--- config.mk ---
export PLATFORM = sky130hd
export DESIGN_NAME = periph_irq_bank
export DESIGN_NICKNAME = d
export VERILOG_FILES = /design/src/irq_bank_pkg.sv /design/src/periph_irq_bank.sv /design/src/sticky_flag_cell.sv
export VERILOG_INCLUDE_DIRS = /design/src
export SDC_FILE = /design/constraint.sdc
export NUM_CORES = 1
export LEC_CHECK = 0
export BUFFER_PORTS_ARGS = -buffer_cell sky130_fd_sc_hd__buf_4
export CAP_MARGIN = 20
export CORE_ASPECT_RATIO = 0.6
export CORE_UTILIZATION = 30
export DETAILED_ROUTE_END_ITERATION = 10
export PLACE_DENSITY_LB_ADDON = 0.25
export SLEW_MARGIN = 15
export SYNTH_ARGS = -nofsm -noshare
export SYNTH_HDL_FRONTEND = slang
export SYNTH_SLANG_ARGS = --single-unit
--- constraint.sdc ---
create_clock -name clk_sys -period 2.01 [get_ports clk_sys]
set_clock_uncertainty 0.2 [all_clocks]
set_input_delay 0.1005 -clock clk_sys [delete_from_list [all_inputs] [get_ports clk_sys]]
set_output_delay 0.1005 -clock clk_sys [all_outputs]
set_load 0.005 [all_outputs]
--- src/irq_bank_defines.svh ---
// Purpose: Offsets, field positions, masks and reset values of the interrupt bank
// Assumes: Byte wide registers on a plain strobe port with a 4 bit address
// Notes: The bank's numbers are named here once, apart from the read mux zero padding, the wdata[5] of a cover and the bit indices of some assertions
`ifndef IRQ_BANK_DEFINES_SVH
`define IRQ_BANK_DEFINES_SVH

// Register offsets
`define OFS_TIMER_EN 4'h0
`define OFS_LOGIC_CELL_EN 4'h1
`define OFS_CAPCOMP_EN 4'h2
`define OFS_MISC_EN 4'h3
`define OFS_CORE_FLAGS 4'h4
`define OFS_CLOCK_ADC_FLAGS 4'h5
`define OFS_IRQ_CTRL 4'h6
`define OFS_EVT_STATUS 4'h7
`define OFS_EVT_MASK 4'h8

// Implemented bits of each enable register
`define MASK_TIMER_EN 8'h03
`define MASK_LOGIC_CELL_EN 8'hf1
`define MASK_CAPCOMP_EN 8'h03
`define MASK_MISC_EN 8'h31

// Field positions
`define BIT_TIMER2_MATCH 1
`define BIT_TIMER1_OVF 0
`define BIT_TIMER0_OVF_FLAG 5
`define BIT_PIN_CHANGE_FLAG 4
`define BIT_EXT_PIN_FLAG 0
`define BIT_OSC_FAIL_FLAG 7
`define BIT_CLOCK_SWITCH_FLAG 6
`define BIT_CONVERTER_FLAG 0
`define BIT_GLOBAL_EN 7
`define BIT_PERIPH_EN 6

// Event status layout
`define EVT_WIDTH 6
`define MASK_EVT 8'h3f

// Reset values
`define RST_BYTE 8'h00
`define RST_EVT 6'h00

`endif

--- src/irq_bank_pkg.sv ---
// Purpose: Shared types of the interrupt bank
// Assumes: Constants live in irq_bank_defines.svh
// Notes: Types only
package irq_bank_pkg;
  typedef logic [3:0] reg_addr_t;
  typedef logic [7:0] reg_byte_t;
endpackage : irq_bank_pkg

--- src/periph_irq_bank.sv ---
// Purpose: Upper peripheral interrupt enables, first two flag registers, core request
// Assumes: Event inputs are one-cycle pulses synchronous to clk_sys
// Notes: Register read data appears the cycle after the read strobe
//
// Summary of operation
// (RQ1) Upper enables need the peripheral group enable
// (RQ2) Unimplemented bits read zero, ignore writes
// (RQ3) Timer enables: bit1 timer2 match, bit0 timer1
// (RQ4) Logic cells 4..1 in bits 7..4, gate bit0
// (RQ5) Capture/compare enables: bit1 unit two, bit0 one
// (RQ6) Misc: memory task, rollover bit4, waveform bit0
// (RQ7) Timer0 overflow sets bit5, software clears
// (RQ8) Bit4 read-only OR of port change flags
// (RQ9) Selected pin edge sets bit0, software clears
// (RQ10) Oscillator failure sets bit7 until cleared
// (RQ11) Clock switch ready sets bit6
// (RQ12) Conversion complete sets bit0
// (RQ13) All bits reset to zero on any reset; core flag bit4 still follows the port change flags
// (RQ14) Nothing reaches core without global enable; the irq output is not gated by it
// (RQ15) Lowest-register sources need only global enable
// (RQ16) Request needs flag and enable; writing one sets
//
// The register offsets and the address-and-strobe port were decided locally.
`timescale 1ns/1ps
`include "irq_bank_defines.svh"
module periph_irq_bank #(
  parameter int PORT_COUNT = 5
) (
  input wire logic clk_sys,
  input wire logic rst,
  input wire irq_bank_pkg::reg_addr_t addr,
  input wire irq_bank_pkg::reg_byte_t wdata,
  input wire logic wr_en,
  input wire logic rd_en,
  output irq_bank_pkg::reg_byte_t rdata,
  input wire logic timer0_overflow,
  input wire logic [PORT_COUNT-1:0] port_change_flags,
  input wire logic ext_pin_in,
  input wire logic ext_pin_rising_sel,
  input wire logic osc_fail_event,
  input wire logic clock_switch_ready,
  input wire logic converter_done,
  input wire logic timer0_irq_en,
  input wire logic pin_change_irq_en,
  input wire logic ext_pin_irq_en,
  input wire logic osc_fail_irq_en,
  input wire logic clock_switch_irq_en,
  input wire logic converter_irq_en,
  input wire irq_bank_pkg::reg_byte_t timer_flags_in,
  input wire irq_bank_pkg::reg_byte_t logic_cell_flags_in,
  input wire irq_bank_pkg::reg_byte_t capcomp_flags_in,
  input wire irq_bank_pkg::reg_byte_t misc_flags_in,
  output logic core_irq_req,
  output logic irq
);

  // Address match of a strobe
  function automatic logic hit(input logic strobe, input irq_bank_pkg::reg_addr_t a,
                               input irq_bank_pkg::reg_addr_t ofs);
    hit = strobe && (a == ofs);
  endfunction : hit

  irq_bank_pkg::reg_byte_t timer_irq_enable_r;
  irq_bank_pkg::reg_byte_t logic_cell_irq_enable_r;
  irq_bank_pkg::reg_byte_t capture_compare_irq_enable_r;
  irq_bank_pkg::reg_byte_t misc_irq_enable_r;
  logic global_irq_en_r;
  logic periph_group_irq_en_r;
  logic [`EVT_WIDTH-1:0] evt_status_r;
  logic [`EVT_WIDTH-1:0] evt_status_nxt;
  logic [`EVT_WIDTH-1:0] evt_mask_r;
  logic [`EVT_WIDTH-1:0] evt_set;
  logic ext_pin_prev_r;
  logic ext_edge;
  logic timer0_overflow_flag;
  logic ext_pin_flag;
  logic osc_fail_flag;
  logic clock_switch_flag;
  logic converter_done_flag;
  logic pin_change_summary_flag;
  logic wr_core;
  logic wr_clk_adc;
  logic low_req;
  logic mid_req;
  logic upper_req;
  logic core_irq_prev_r;
  irq_bank_pkg::reg_byte_t core_irq_flags;
  irq_bank_pkg::reg_byte_t clock_adc_irq_flags;
  irq_bank_pkg::reg_byte_t rdata_nxt;

  // Enable registers keep only implemented bits
  always_ff @(posedge clk_sys) begin
    if (rst) begin
      timer_irq_enable_r <= `RST_BYTE; // RQ13
      logic_cell_irq_enable_r <= `RST_BYTE;
      capture_compare_irq_enable_r <= `RST_BYTE;
      misc_irq_enable_r <= `RST_BYTE;
    end else begin
      if (hit(wr_en, addr, `OFS_TIMER_EN)) begin
        timer_irq_enable_r <= wdata & `MASK_TIMER_EN; // RQ3 RQ2
      end
      if (hit(wr_en, addr, `OFS_LOGIC_CELL_EN)) begin
        logic_cell_irq_enable_r <= wdata & `MASK_LOGIC_CELL_EN; // RQ4 RQ2
      end
      if (hit(wr_en, addr, `OFS_CAPCOMP_EN)) begin
        capture_compare_irq_enable_r <= wdata & `MASK_CAPCOMP_EN; // RQ5 RQ2
      end
      if (hit(wr_en, addr, `OFS_MISC_EN)) begin
        misc_irq_enable_r <= wdata & `MASK_MISC_EN; // RQ6 RQ2
      end
    end
  end

  // Global and peripheral group enables
  always_ff @(posedge clk_sys) begin
    if (rst) begin
      global_irq_en_r <= 1'b0; // RQ13
      periph_group_irq_en_r <= 1'b0;
    end else if (hit(wr_en, addr, `OFS_IRQ_CTRL)) begin
      global_irq_en_r <= wdata[`BIT_GLOBAL_EN];
      periph_group_irq_en_r <= wdata[`BIT_PERIPH_EN];
    end
  end

  // External pin edge detector, polarity chosen by ext_pin_rising_sel
  always_ff @(posedge clk_sys) begin
    if (rst) begin
      ext_pin_prev_r <= 1'b0;
    end else begin
      ext_pin_prev_r <= ext_pin_in;
    end
  end

  assign ext_edge = ext_pin_rising_sel ? (ext_pin_in && !ext_pin_prev_r)
                                       : (!ext_pin_in && ext_pin_prev_r); // RQ9

  assign wr_core = hit(wr_en, addr, `OFS_CORE_FLAGS);
  assign wr_clk_adc = hit(wr_en, addr, `OFS_CLOCK_ADC_FLAGS);

  // Hardware-set flags of the first flag register
  sticky_flag_cell u_timer0_flag (
    .clk_sys(clk_sys),
    .rst(rst),
    .hw_set(timer0_overflow), // RQ7
    .sw_wr(wr_core),
    .sw_val(wdata[`BIT_TIMER0_OVF_FLAG]),
    .flag(timer0_overflow_flag)
  );

  sticky_flag_cell u_ext_pin_flag (
    .clk_sys(clk_sys),
    .rst(rst),
    .hw_set(ext_edge), // RQ9
    .sw_wr(wr_core),
    .sw_val(wdata[`BIT_EXT_PIN_FLAG]),
    .flag(ext_pin_flag)
  );

  // Hardware-set flags of the second flag register
  sticky_flag_cell u_osc_fail_flag (
    .clk_sys(clk_sys),
    .rst(rst),
    .hw_set(osc_fail_event), // RQ10
    .sw_wr(wr_clk_adc),
    .sw_val(wdata[`BIT_OSC_FAIL_FLAG]),
    .flag(osc_fail_flag)
  );

  sticky_flag_cell u_clock_switch_flag (
    .clk_sys(clk_sys),
    .rst(rst),
    .hw_set(clock_switch_ready), // RQ11
    .sw_wr(wr_clk_adc),
    .sw_val(wdata[`BIT_CLOCK_SWITCH_FLAG]),
    .flag(clock_switch_flag)
  );

  sticky_flag_cell u_converter_flag (
    .clk_sys(clk_sys),
    .rst(rst),
    .hw_set(converter_done), // RQ12
    .sw_wr(wr_clk_adc),
    .sw_val(wdata[`BIT_CONVERTER_FLAG]),
    .flag(converter_done_flag)
  );

  // Summary flag follows the port flags; writes cannot touch it
  assign pin_change_summary_flag = |port_change_flags; // RQ8

  // Readable images of the flag registers, unimplemented bits zero
  always_comb begin
    core_irq_flags = `RST_BYTE; // RQ2
    core_irq_flags[`BIT_TIMER0_OVF_FLAG] = timer0_overflow_flag;
    core_irq_flags[`BIT_PIN_CHANGE_FLAG] = pin_change_summary_flag;
    core_irq_flags[`BIT_EXT_PIN_FLAG] = ext_pin_flag;
    clock_adc_irq_flags = `RST_BYTE;
    clock_adc_irq_flags[`BIT_OSC_FAIL_FLAG] = osc_fail_flag;
    clock_adc_irq_flags[`BIT_CLOCK_SWITCH_FLAG] = clock_switch_flag;
    clock_adc_irq_flags[`BIT_CONVERTER_FLAG] = converter_done_flag;
  end

  // Request toward the core: flag and enable per source, then group gates
  assign low_req = (timer0_overflow_flag && timer0_irq_en) ||
                   (pin_change_summary_flag && pin_change_irq_en) ||
                   (ext_pin_flag && ext_pin_irq_en); // RQ16 RQ15
  assign mid_req = (osc_fail_flag && osc_fail_irq_en) ||
                   (clock_switch_flag && clock_switch_irq_en) ||
                   (converter_done_flag && converter_irq_en); // RQ16
  assign upper_req = |(timer_irq_enable_r & timer_flags_in) ||
                     |(logic_cell_irq_enable_r & logic_cell_flags_in) ||
                     |(capture_compare_irq_enable_r & capcomp_flags_in) ||
                     |(misc_irq_enable_r & misc_flags_in); // RQ3 RQ4 RQ5 RQ6
  assign core_irq_req = global_irq_en_r &&
                        (low_req || (periph_group_irq_en_r && (mid_req || upper_req))); // RQ14 RQ1

  // Rising edge of the core request is one of the status events
  always_ff @(posedge clk_sys) begin
    if (rst) begin
      core_irq_prev_r <= 1'b0;
    end else begin
      core_irq_prev_r <= core_irq_req;
    end
  end

  assign evt_set = {core_irq_req && !core_irq_prev_r, converter_done, clock_switch_ready,
                    osc_fail_event, ext_edge, timer0_overflow};

  // Sticky status, cleared by reading it; a new event wins over the clear
  always_comb begin
    evt_status_nxt = evt_status_r;
    if (hit(rd_en, addr, `OFS_EVT_STATUS)) begin
      evt_status_nxt = `RST_EVT;
    end
    evt_status_nxt = evt_status_nxt | evt_set;
  end

  always_ff @(posedge clk_sys) begin
    if (rst) begin
      evt_status_r <= `RST_EVT;
    end else begin
      evt_status_r <= evt_status_nxt;
    end
  end

  // Interrupt mask
  always_ff @(posedge clk_sys) begin
    if (rst) begin
      evt_mask_r <= `RST_EVT;
    end else if (hit(wr_en, addr, `OFS_EVT_MASK)) begin
      evt_mask_r <= wdata[`EVT_WIDTH-1:0];
    end
  end

  assign irq = |(evt_status_r & evt_mask_r);

  // Read mux; unmapped addresses read zero
  always_comb begin
    case (addr)
      `OFS_TIMER_EN: rdata_nxt = timer_irq_enable_r;
      `OFS_LOGIC_CELL_EN: rdata_nxt = logic_cell_irq_enable_r;
      `OFS_CAPCOMP_EN: rdata_nxt = capture_compare_irq_enable_r;
      `OFS_MISC_EN: rdata_nxt = misc_irq_enable_r;
      `OFS_CORE_FLAGS: rdata_nxt = core_irq_flags;
      `OFS_CLOCK_ADC_FLAGS: rdata_nxt = clock_adc_irq_flags;
      `OFS_IRQ_CTRL: rdata_nxt = {global_irq_en_r, periph_group_irq_en_r, 6'h00};
      `OFS_EVT_STATUS: rdata_nxt = {2'h0, evt_status_r};
      `OFS_EVT_MASK: rdata_nxt = {2'h0, evt_mask_r};
      default: rdata_nxt = `RST_BYTE;
    endcase
  end

  // Read data stands only in the cycle after the strobe
  always_ff @(posedge clk_sys) begin
    if (rst) begin
      rdata <= `RST_BYTE;
    end else if (rd_en) begin
      rdata <= rdata_nxt;
    end else begin
      rdata <= `RST_BYTE;
    end
  end

  // Checks on the bank's own behaviour
  property p_global_gate;
    @(posedge clk_sys) disable iff (rst)
    !global_irq_en_r |-> !core_irq_req;
  endproperty
  a_global_gate: assert property (p_global_gate) else $error("Request without global enable"); // RQ14

  property p_periph_gate;
    @(posedge clk_sys) disable iff (rst)
    (!periph_group_irq_en_r && !low_req) |-> !core_irq_req;
  endproperty
  a_periph_gate: assert property (p_periph_gate) else $error("Upper request without group enable"); // RQ1

  property p_low_vector;
    @(posedge clk_sys) disable iff (rst)
    (global_irq_en_r && timer0_overflow_flag && timer0_irq_en) |-> core_irq_req;
  endproperty
  a_low_vector: assert property (p_low_vector) else $error("Timer0 request blocked"); // RQ15

  property p_unimpl_zero;
    @(posedge clk_sys) disable iff (rst)
    hit(rd_en, addr, `OFS_TIMER_EN) |=> (rdata[7:2] == 6'h00);
  endproperty
  a_unimpl_zero: assert property (p_unimpl_zero) else $error("Unimplemented bits read nonzero"); // RQ2

  property p_reset_clear;
    @(posedge clk_sys)
    rst |=> (timer_irq_enable_r == `RST_BYTE && clock_adc_irq_flags == `RST_BYTE &&
             !timer0_overflow_flag && !ext_pin_flag && !global_irq_en_r);
  endproperty
  a_reset_clear: assert property (p_reset_clear) else $error("State not cleared by reset"); // RQ13

  property p_timer0_set;
    @(posedge clk_sys) disable iff (rst)
    timer0_overflow |=> timer0_overflow_flag [*2] or (timer0_overflow_flag ##1 $past(wr_core));
  endproperty
  a_timer0_set: assert property (p_timer0_set) else $error("Timer0 flag not held"); // RQ7

  property p_summary_read;
    @(posedge clk_sys) disable iff (rst)
    hit(rd_en, addr, `OFS_CORE_FLAGS) |=> (rdata[4] == $past(pin_change_summary_flag));
  endproperty
  a_summary_read: assert property (p_summary_read) else $error("Summary flag mismatch"); // RQ8

  property p_ext_edge;
    @(posedge clk_sys) disable iff (rst)
    (ext_pin_rising_sel && ext_pin_in && !ext_pin_prev_r) |=> ext_pin_flag;
  endproperty
  a_ext_edge: assert property (p_ext_edge) else $error("Pin edge missed"); // RQ9

  property p_osc_hold;
    @(posedge clk_sys) disable iff (rst)
    (osc_fail_flag && !wr_clk_adc) |=> osc_fail_flag;
  endproperty
  a_osc_hold: assert property (p_osc_hold) else $error("Oscillator flag dropped"); // RQ10

  property p_sw_set;
    @(posedge clk_sys) disable iff (rst)
    (wr_clk_adc && wdata[`BIT_CONVERTER_FLAG]) |=> converter_done_flag;
  endproperty
  a_sw_set: assert property (p_sw_set) else $error("Software set ignored"); // RQ16

  property p_status_sticky;
    @(posedge clk_sys) disable iff (rst)
    converter_done |=> evt_status_r[4] ##1 (evt_status_r[4] || $past(rd_en));
  endproperty
  a_status_sticky: assert property (p_status_sticky) else $error("Status bit lost"); // RQ12

  c_core_req: cover property (@(posedge clk_sys) disable iff (rst) $rose(core_irq_req));
  c_upper_req: cover property (@(posedge clk_sys) disable iff (rst) upper_req && core_irq_req);
  c_set_clear_tie: cover property (@(posedge clk_sys) disable iff (rst)
                                   wr_core && timer0_overflow && !wdata[5]);
  c_irq_out: cover property (@(posedge clk_sys) disable iff (rst) irq);

endmodule : periph_irq_bank

--- src/sticky_flag_cell.sv ---
// Purpose: One hardware-set, software-written interrupt flag
// Assumes: Synchronous active high reset, one clock
// Notes: A hardware set in the same cycle as a software clear wins
`timescale 1ns/1ps
module sticky_flag_cell (
  input wire logic clk_sys,
  input wire logic rst,
  input wire logic hw_set,
  input wire logic sw_wr,
  input wire logic sw_val,
  output logic flag
);

  // Set has priority over a software clear; writing one also sets
  always_ff @(posedge clk_sys) begin
    if (rst) begin
      flag <= 1'b0;
    end else if (hw_set) begin
      flag <= 1'b1;
    end else if (sw_wr) begin
      flag <= sw_val;
    end
  end

endmodule : sticky_flag_cell

[Word-level counts from Yosys, hierarchy flattened]
Cells that the tools add are included.
Widths: inputs -> output; s select.
Storage, ports and cells
  input bits: 65
  output and inout bits: 10
  register bits after elaboration: 41
  logic and storage cells: 89
Operators by class
  bitwise logic cells: 7
  reduce and logical (&&, ||, !) cells: 45
  equal/unequal tests: 8
  muxes and demuxes: 13
Operators by type and width (number)
  $pmux 8 s9: 1
  $reduce_or 8->1: 4
  $logic_and 1x1->1: 20
  $and 2x8->8: 2
  $eq 4x3->1 const B: 4
  $mux 1: 11
  $reduce_bool 2->1: 5
  $logic_or 1x1->1: 9
  $and 6x8->8: 1
  $and 8x8->8: 1
  $eq 4x2->1 const B: 2
  $and 6x6->6: 1
  $mux 6: 1
  $or 6x6->6: 1
  $reduce_or 6->1: 1
  $reduce_or 5->1: 1
  $eq 4x1->1 const B: 1
  $eq 4x4->1 const B: 1
  $logic_not 4->1: 1
  $logic_not 1->1: 3
  $reduce_or 2->1: 1
  $not 1->1: 1

[Depth between registers and ports, before layout]
  depth after elaboration: 11
  gate-level depth with buffers: 6
  depth with buffers taken out: 4

[Modules after synthesis]
From an unflattened synthesis, not the netlist that was laid out.
Second synthesis, totals
  cells, all modules: 222
  area, all modules: 1944.4 µm²
Modules (own cells, without submodules)
  periph_irq_bank: area an instance 1750.4 µm², sequential area each 720.7 µm², cells each 202, times used 1
  sticky_flag_cell: area an instance 38.8 µm², sequential area each 20.0 µm², cells each 4, times used 5

[Worst setup path after synthesis]
Ideal clock, no wire load.
  path kind: reg-to-reg
  from: reg timer_irq_enable_r[0]
  to: reg evt_status_r[5]
  period minus slack after synthesis: 1346 ps
  arrival time: 1015 ps
  cell stages (with the launch flop): 5
  data required time: 1678 ps
  setup time: 132 ps
  path slack: 664 ps
  path buffers: 0
  cell sequence: dfxtp_1 a222oi_1 nand3_1 o21ai_0 o211ai_1
Between the ends
  word-level cells in the longest chain between the ends: 11
RTL lines
  from (decl): RTL line periph_irq_bank.sv:63  | irq_bank_pkg::reg_byte_t timer_irq_enable_r;
  from (signal assigned): RTL line periph_irq_bank.sv:94  | timer_irq_enable_r <= `RST_BYTE;
  from (signal assigned): RTL line periph_irq_bank.sv:100  | timer_irq_enable_r <= wdata & `MASK_TIMER_EN;
  $and 2x8->8: RTL line periph_irq_bank.sv:209  | assign upper_req = |(timer_irq_enable_r & timer_flags_in) ||
  $reduce_or 8->1: RTL line periph_irq_bank.sv:209
  $logic_or 1x1->1: RTL line periph_irq_bank.sv:209
  $logic_or 1x1->1: RTL line periph_irq_bank.sv:210  | |(logic_cell_irq_enable_r & logic_cell_flags_in) ||
  $logic_or 1x1->1: RTL line periph_irq_bank.sv:211  | |(capture_compare_irq_enable_r & capcomp_flags_in) ||
  $logic_or 1x1->1: RTL line periph_irq_bank.sv:214  | (low_req || (periph_group_irq_en_r && (mid_req || upper_req)));
  $logic_and 1x1->1: RTL line periph_irq_bank.sv:214
  $logic_or 1x1->1: RTL line periph_irq_bank.sv:214
  $logic_and 1x1->1: RTL line periph_irq_bank.sv:213  | assign core_irq_req = global_irq_en_r &&
  $logic_and 1x1->1: RTL line periph_irq_bank.sv:225  | assign evt_set = {core_irq_req && !core_irq_prev_r, converter_done, clock_switch_ready,
  $or 6x6->6: RTL line periph_irq_bank.sv:234  | evt_status_nxt = evt_status_nxt | evt_set;
  to (signal assigned): RTL line periph_irq_bank.sv:239  | evt_status_r <= `RST_EVT;
  to (signal assigned): RTL line periph_irq_bank.sv:241  | evt_status_r <= evt_status_nxt;
  to (decl): RTL line periph_irq_bank.sv:69  | logic [`EVT_WIDTH-1:0] evt_status_r;
Every way passes these cells.
A chain may end at the register's enable or synchronous reset.

[Worst setup path after layout]
  from: reg timer_irq_enable_r[0]
  to: out core_irq_req
Between the ends
  word-level cells in the longest chain between the ends: 9
RTL lines
  $and 2x8->8: RTL line periph_irq_bank.sv:209
  $reduce_or 8->1: RTL line periph_irq_bank.sv:209
  $logic_or 1x1->1: RTL line periph_irq_bank.sv:209
  $logic_or 1x1->1: RTL line periph_irq_bank.sv:210
  $logic_or 1x1->1: RTL line periph_irq_bank.sv:211
  $logic_or 1x1->1: RTL line periph_irq_bank.sv:214
  $logic_and 1x1->1: RTL line periph_irq_bank.sv:214
  $logic_or 1x1->1: RTL line periph_irq_bank.sv:214
  $logic_and 1x1->1: RTL line periph_irq_bank.sv:213
  to (decl): RTL line periph_irq_bank.sv:53  | output logic core_irq_req,
Every way passes these cells.

==> qor.yml <==
outcome: "finished, final reports clean"
syn_area_um2: 1910
slew_viol_final: 0
pin_count: 75
hold_path.class: "in -> reg"
numCtsBuffers: 5
period_share_pct: 94.5
swShare_pct: 25.6
n_fill_cell: 636
globalRouteOverflowTotal: 0
slew_headroom_pct: 70.8
worstSetupPathType: "reg -> out"
cts_sinks: 41
cp.arrival_ns: 1.60
fin_util_pct: 43.5
path_clk_slew_ns: 0.08
hold_viol: 0
grtUsageTotal_pct: 18.1
die_h_um: 63.8
ir_worst_vdd_mv: 0.272
path_max_fanout: 3
layout_commonest_cell: "buf_4"
leakagePower_nw: 1.04
drt_first_pass_iters: 4
clockRootBuffer: "clkbuf_8"
antenna_found_initial: 0
critPathCaptureType: "output port"
drive_above_1_share_pct: 24.5
ys_warn_count: 0
syn_nets: 285
hold_ws_ns: 0.0194
die-area_um2: 6690
yosysUniqueCellTypes: 46
synth-edff-count: 0
worst_pin_slew_ns: 0.437
n_antenna_cell: 0
r2r_setup_slack_ns: 0.18
p_switching_w: 0.000414
globalplace.congestion: 0.815
clk_latency_ns: 0.29
grt_pass1_wl_um: 9230
grt_max_degree: 35
wl_per_cell_um: 15.3
ys_seq_area_share_pct: 43.0
synth-seq-cells: 41
p_int_w: 0.00120
tritoncts: "built"
period_needed_ns: 1.90
syn_to_final_growth_pct: 40.1
maxCapViolations: 0
core_area_um2: 6140
htree_levels: 2
ant_nets: 0
grt_pass1_vias: 1775
syn_avg_cell_area_um2: 8.67
most-common-layout-cells: "buf_4 (59), dfxtp_1 (40), a21oi_1 (29), nand2_1 (22)"
clock.fmax_ghz: 0.526
rsz0062_at_grt: "no"
vias_per_cell: 5.13
wl_um: 5790
fp.dieW_um: 105
p_comb_share_pct: 14.6
drc: 0
nNetsFinal: 358
cellPowerDensity_nw_per_um2: 605
portBuffers: 54
async_flop_share_pct: 0
clockBufferDepth: 2
syn_inst: 220
via_count: 1941
setup_tns_ns: 0
synth_flop_cell: "dfxtp_1"
rows: 22
cp-start-kind: "flop"
power_frac_seq_pct: 52.9
post-dp-hpwl_um: 4290
finalSetupViolCount: 0
start_util_pct: 31.1
clkPwrFrac_pct: 32.5
drt_iter0_markers: 128
cp.required_ns: 1.71
==> path summary, 6_finish.rpt <==
kind | from | end | depth (start not counted)
max | timer_irq_enable_r[0]$_SDFFE_PP0P_ | core_irq_req | 6
min | addr[2] | rdata[4]$_SDFF_PP0_ | 3
max reg2reg | u_timer0_flag.flag$_SDFFE_PP0P_ | core_irq_prev_r$_SDFF_PP0_ | 4
min reg2reg | timer_irq_enable_r[0]$_SDFFE_PP0P_ | timer_irq_enable_r[0]$_SDFFE_PP0P_ | 2
==> repair_timing <==
action                                 CTS  global route
gates resized for setup                  0             3
endpoints found under the hold margin   32             0
buffers inserted                         0             1
hold buffers                            21             0
setup endpoints to repair                0             1
==> cell families after synthesis <==
logic type      count (synthesis)  share of synthesized area (%)
compound gates                 61                           20.3
buf+inv                        18                           4.85
flops                          41                           43.0
mux                            14                           8.26
simple gates                   86                           23.5
==> critical path, cell delays in order (launching register included) <==
cell and delay (ns):
dfxtp_2 0.34, a222oi_1 0.33, nand3_1 0.12, o21ai_1 0.16, buf_4 0.14, a21boi_1 0.07
buf_4 0.15
==> power groups by stage <==
stage | Combinational, W | Clock [W] | Sequential [W]
finish | 0.000237 | 0.000526 | 0.000855
global route | 0.000256 | 0.000583 | 0.000858
CTS | 0.000236 | 0.000541 | 0.000854
detailed placement | 0.000203 | 0 | 0.000873
global placement | 0.000200 | 0 | 0.000874
floorplan | 0.0000999 | 0 | 0.000865
==> final cells by class <==
cell class | instances | area (um2) | share of cell area, %
multi-input cells | 161 | 995 | 37.2
inverters | 4 | 15.0 | 0.562
flip-flops and latches | 41 | 822 | 30.8
well taps | 84 | 105 | 3.93
repair buffers | 80 | 653 | 24.4
clock inverters | 2 | 10.0 | 0.375
clock buffers | 6 | 72.6 | 2.72
==> layer usage <==
metal,track usage (%),routed length (um),up-vias
met1,27.5,2910,922
met5,0,0,-
li1,-,-,942
met3,5.92,527,6
met2,24.3,2320,71
met4,3.70,32,0
==> state kept, by name, indices dropped and copies added, names as in the netlist, 2 cells and up <==
signal	cells
capture_compare_irq_enable_r	2
evt_mask_r	6
evt_status_r	6
logic_cell_irq_enable_r	5
misc_irq_enable_r	3
rdata	8
timer_irq_enable_r	2
==> cells in the mapped netlist (3+ instances only) <==
master,count,area [um2]
a21oi_1,29,145
and3_1,3,18.8
clkbuf_1,6,22.5
mux2i_1,12,120
buf_2,5,25.0
nand2_1,22,82.6
nand3_1,21,105
dfxtp_1,41,821
a22oi_1,13,97.6
nor2_1,16,60.1
inv_1,4,15.0
a22o_1,4,35.0
nand3b_1,4,30.0
==> stage by stage <==
| step | setup slack [ns] | area (um2) | cells | power (W) |
|---|---|---|---|---|
| 2_1_floorplan | 0.664 | 1910 | 220 | 0.000965 |
| 3_3_place_gp | 0.327 | 2370 | 348 | 0.00107 |
| 4_1_cts | 0.0421 | 2660 | 377 | 0.00163 |
| 5_1_grt | 0.00515 | 2670 | 378 | 0.00170 |
| 3_5_place_dp | 0.367 | 2370 | 348 | 0.00108 |
| 6_report | 0.110 | 2670 | 378 | 0.00162 |
Note: power is estimated with default switching activity, not from simulation.
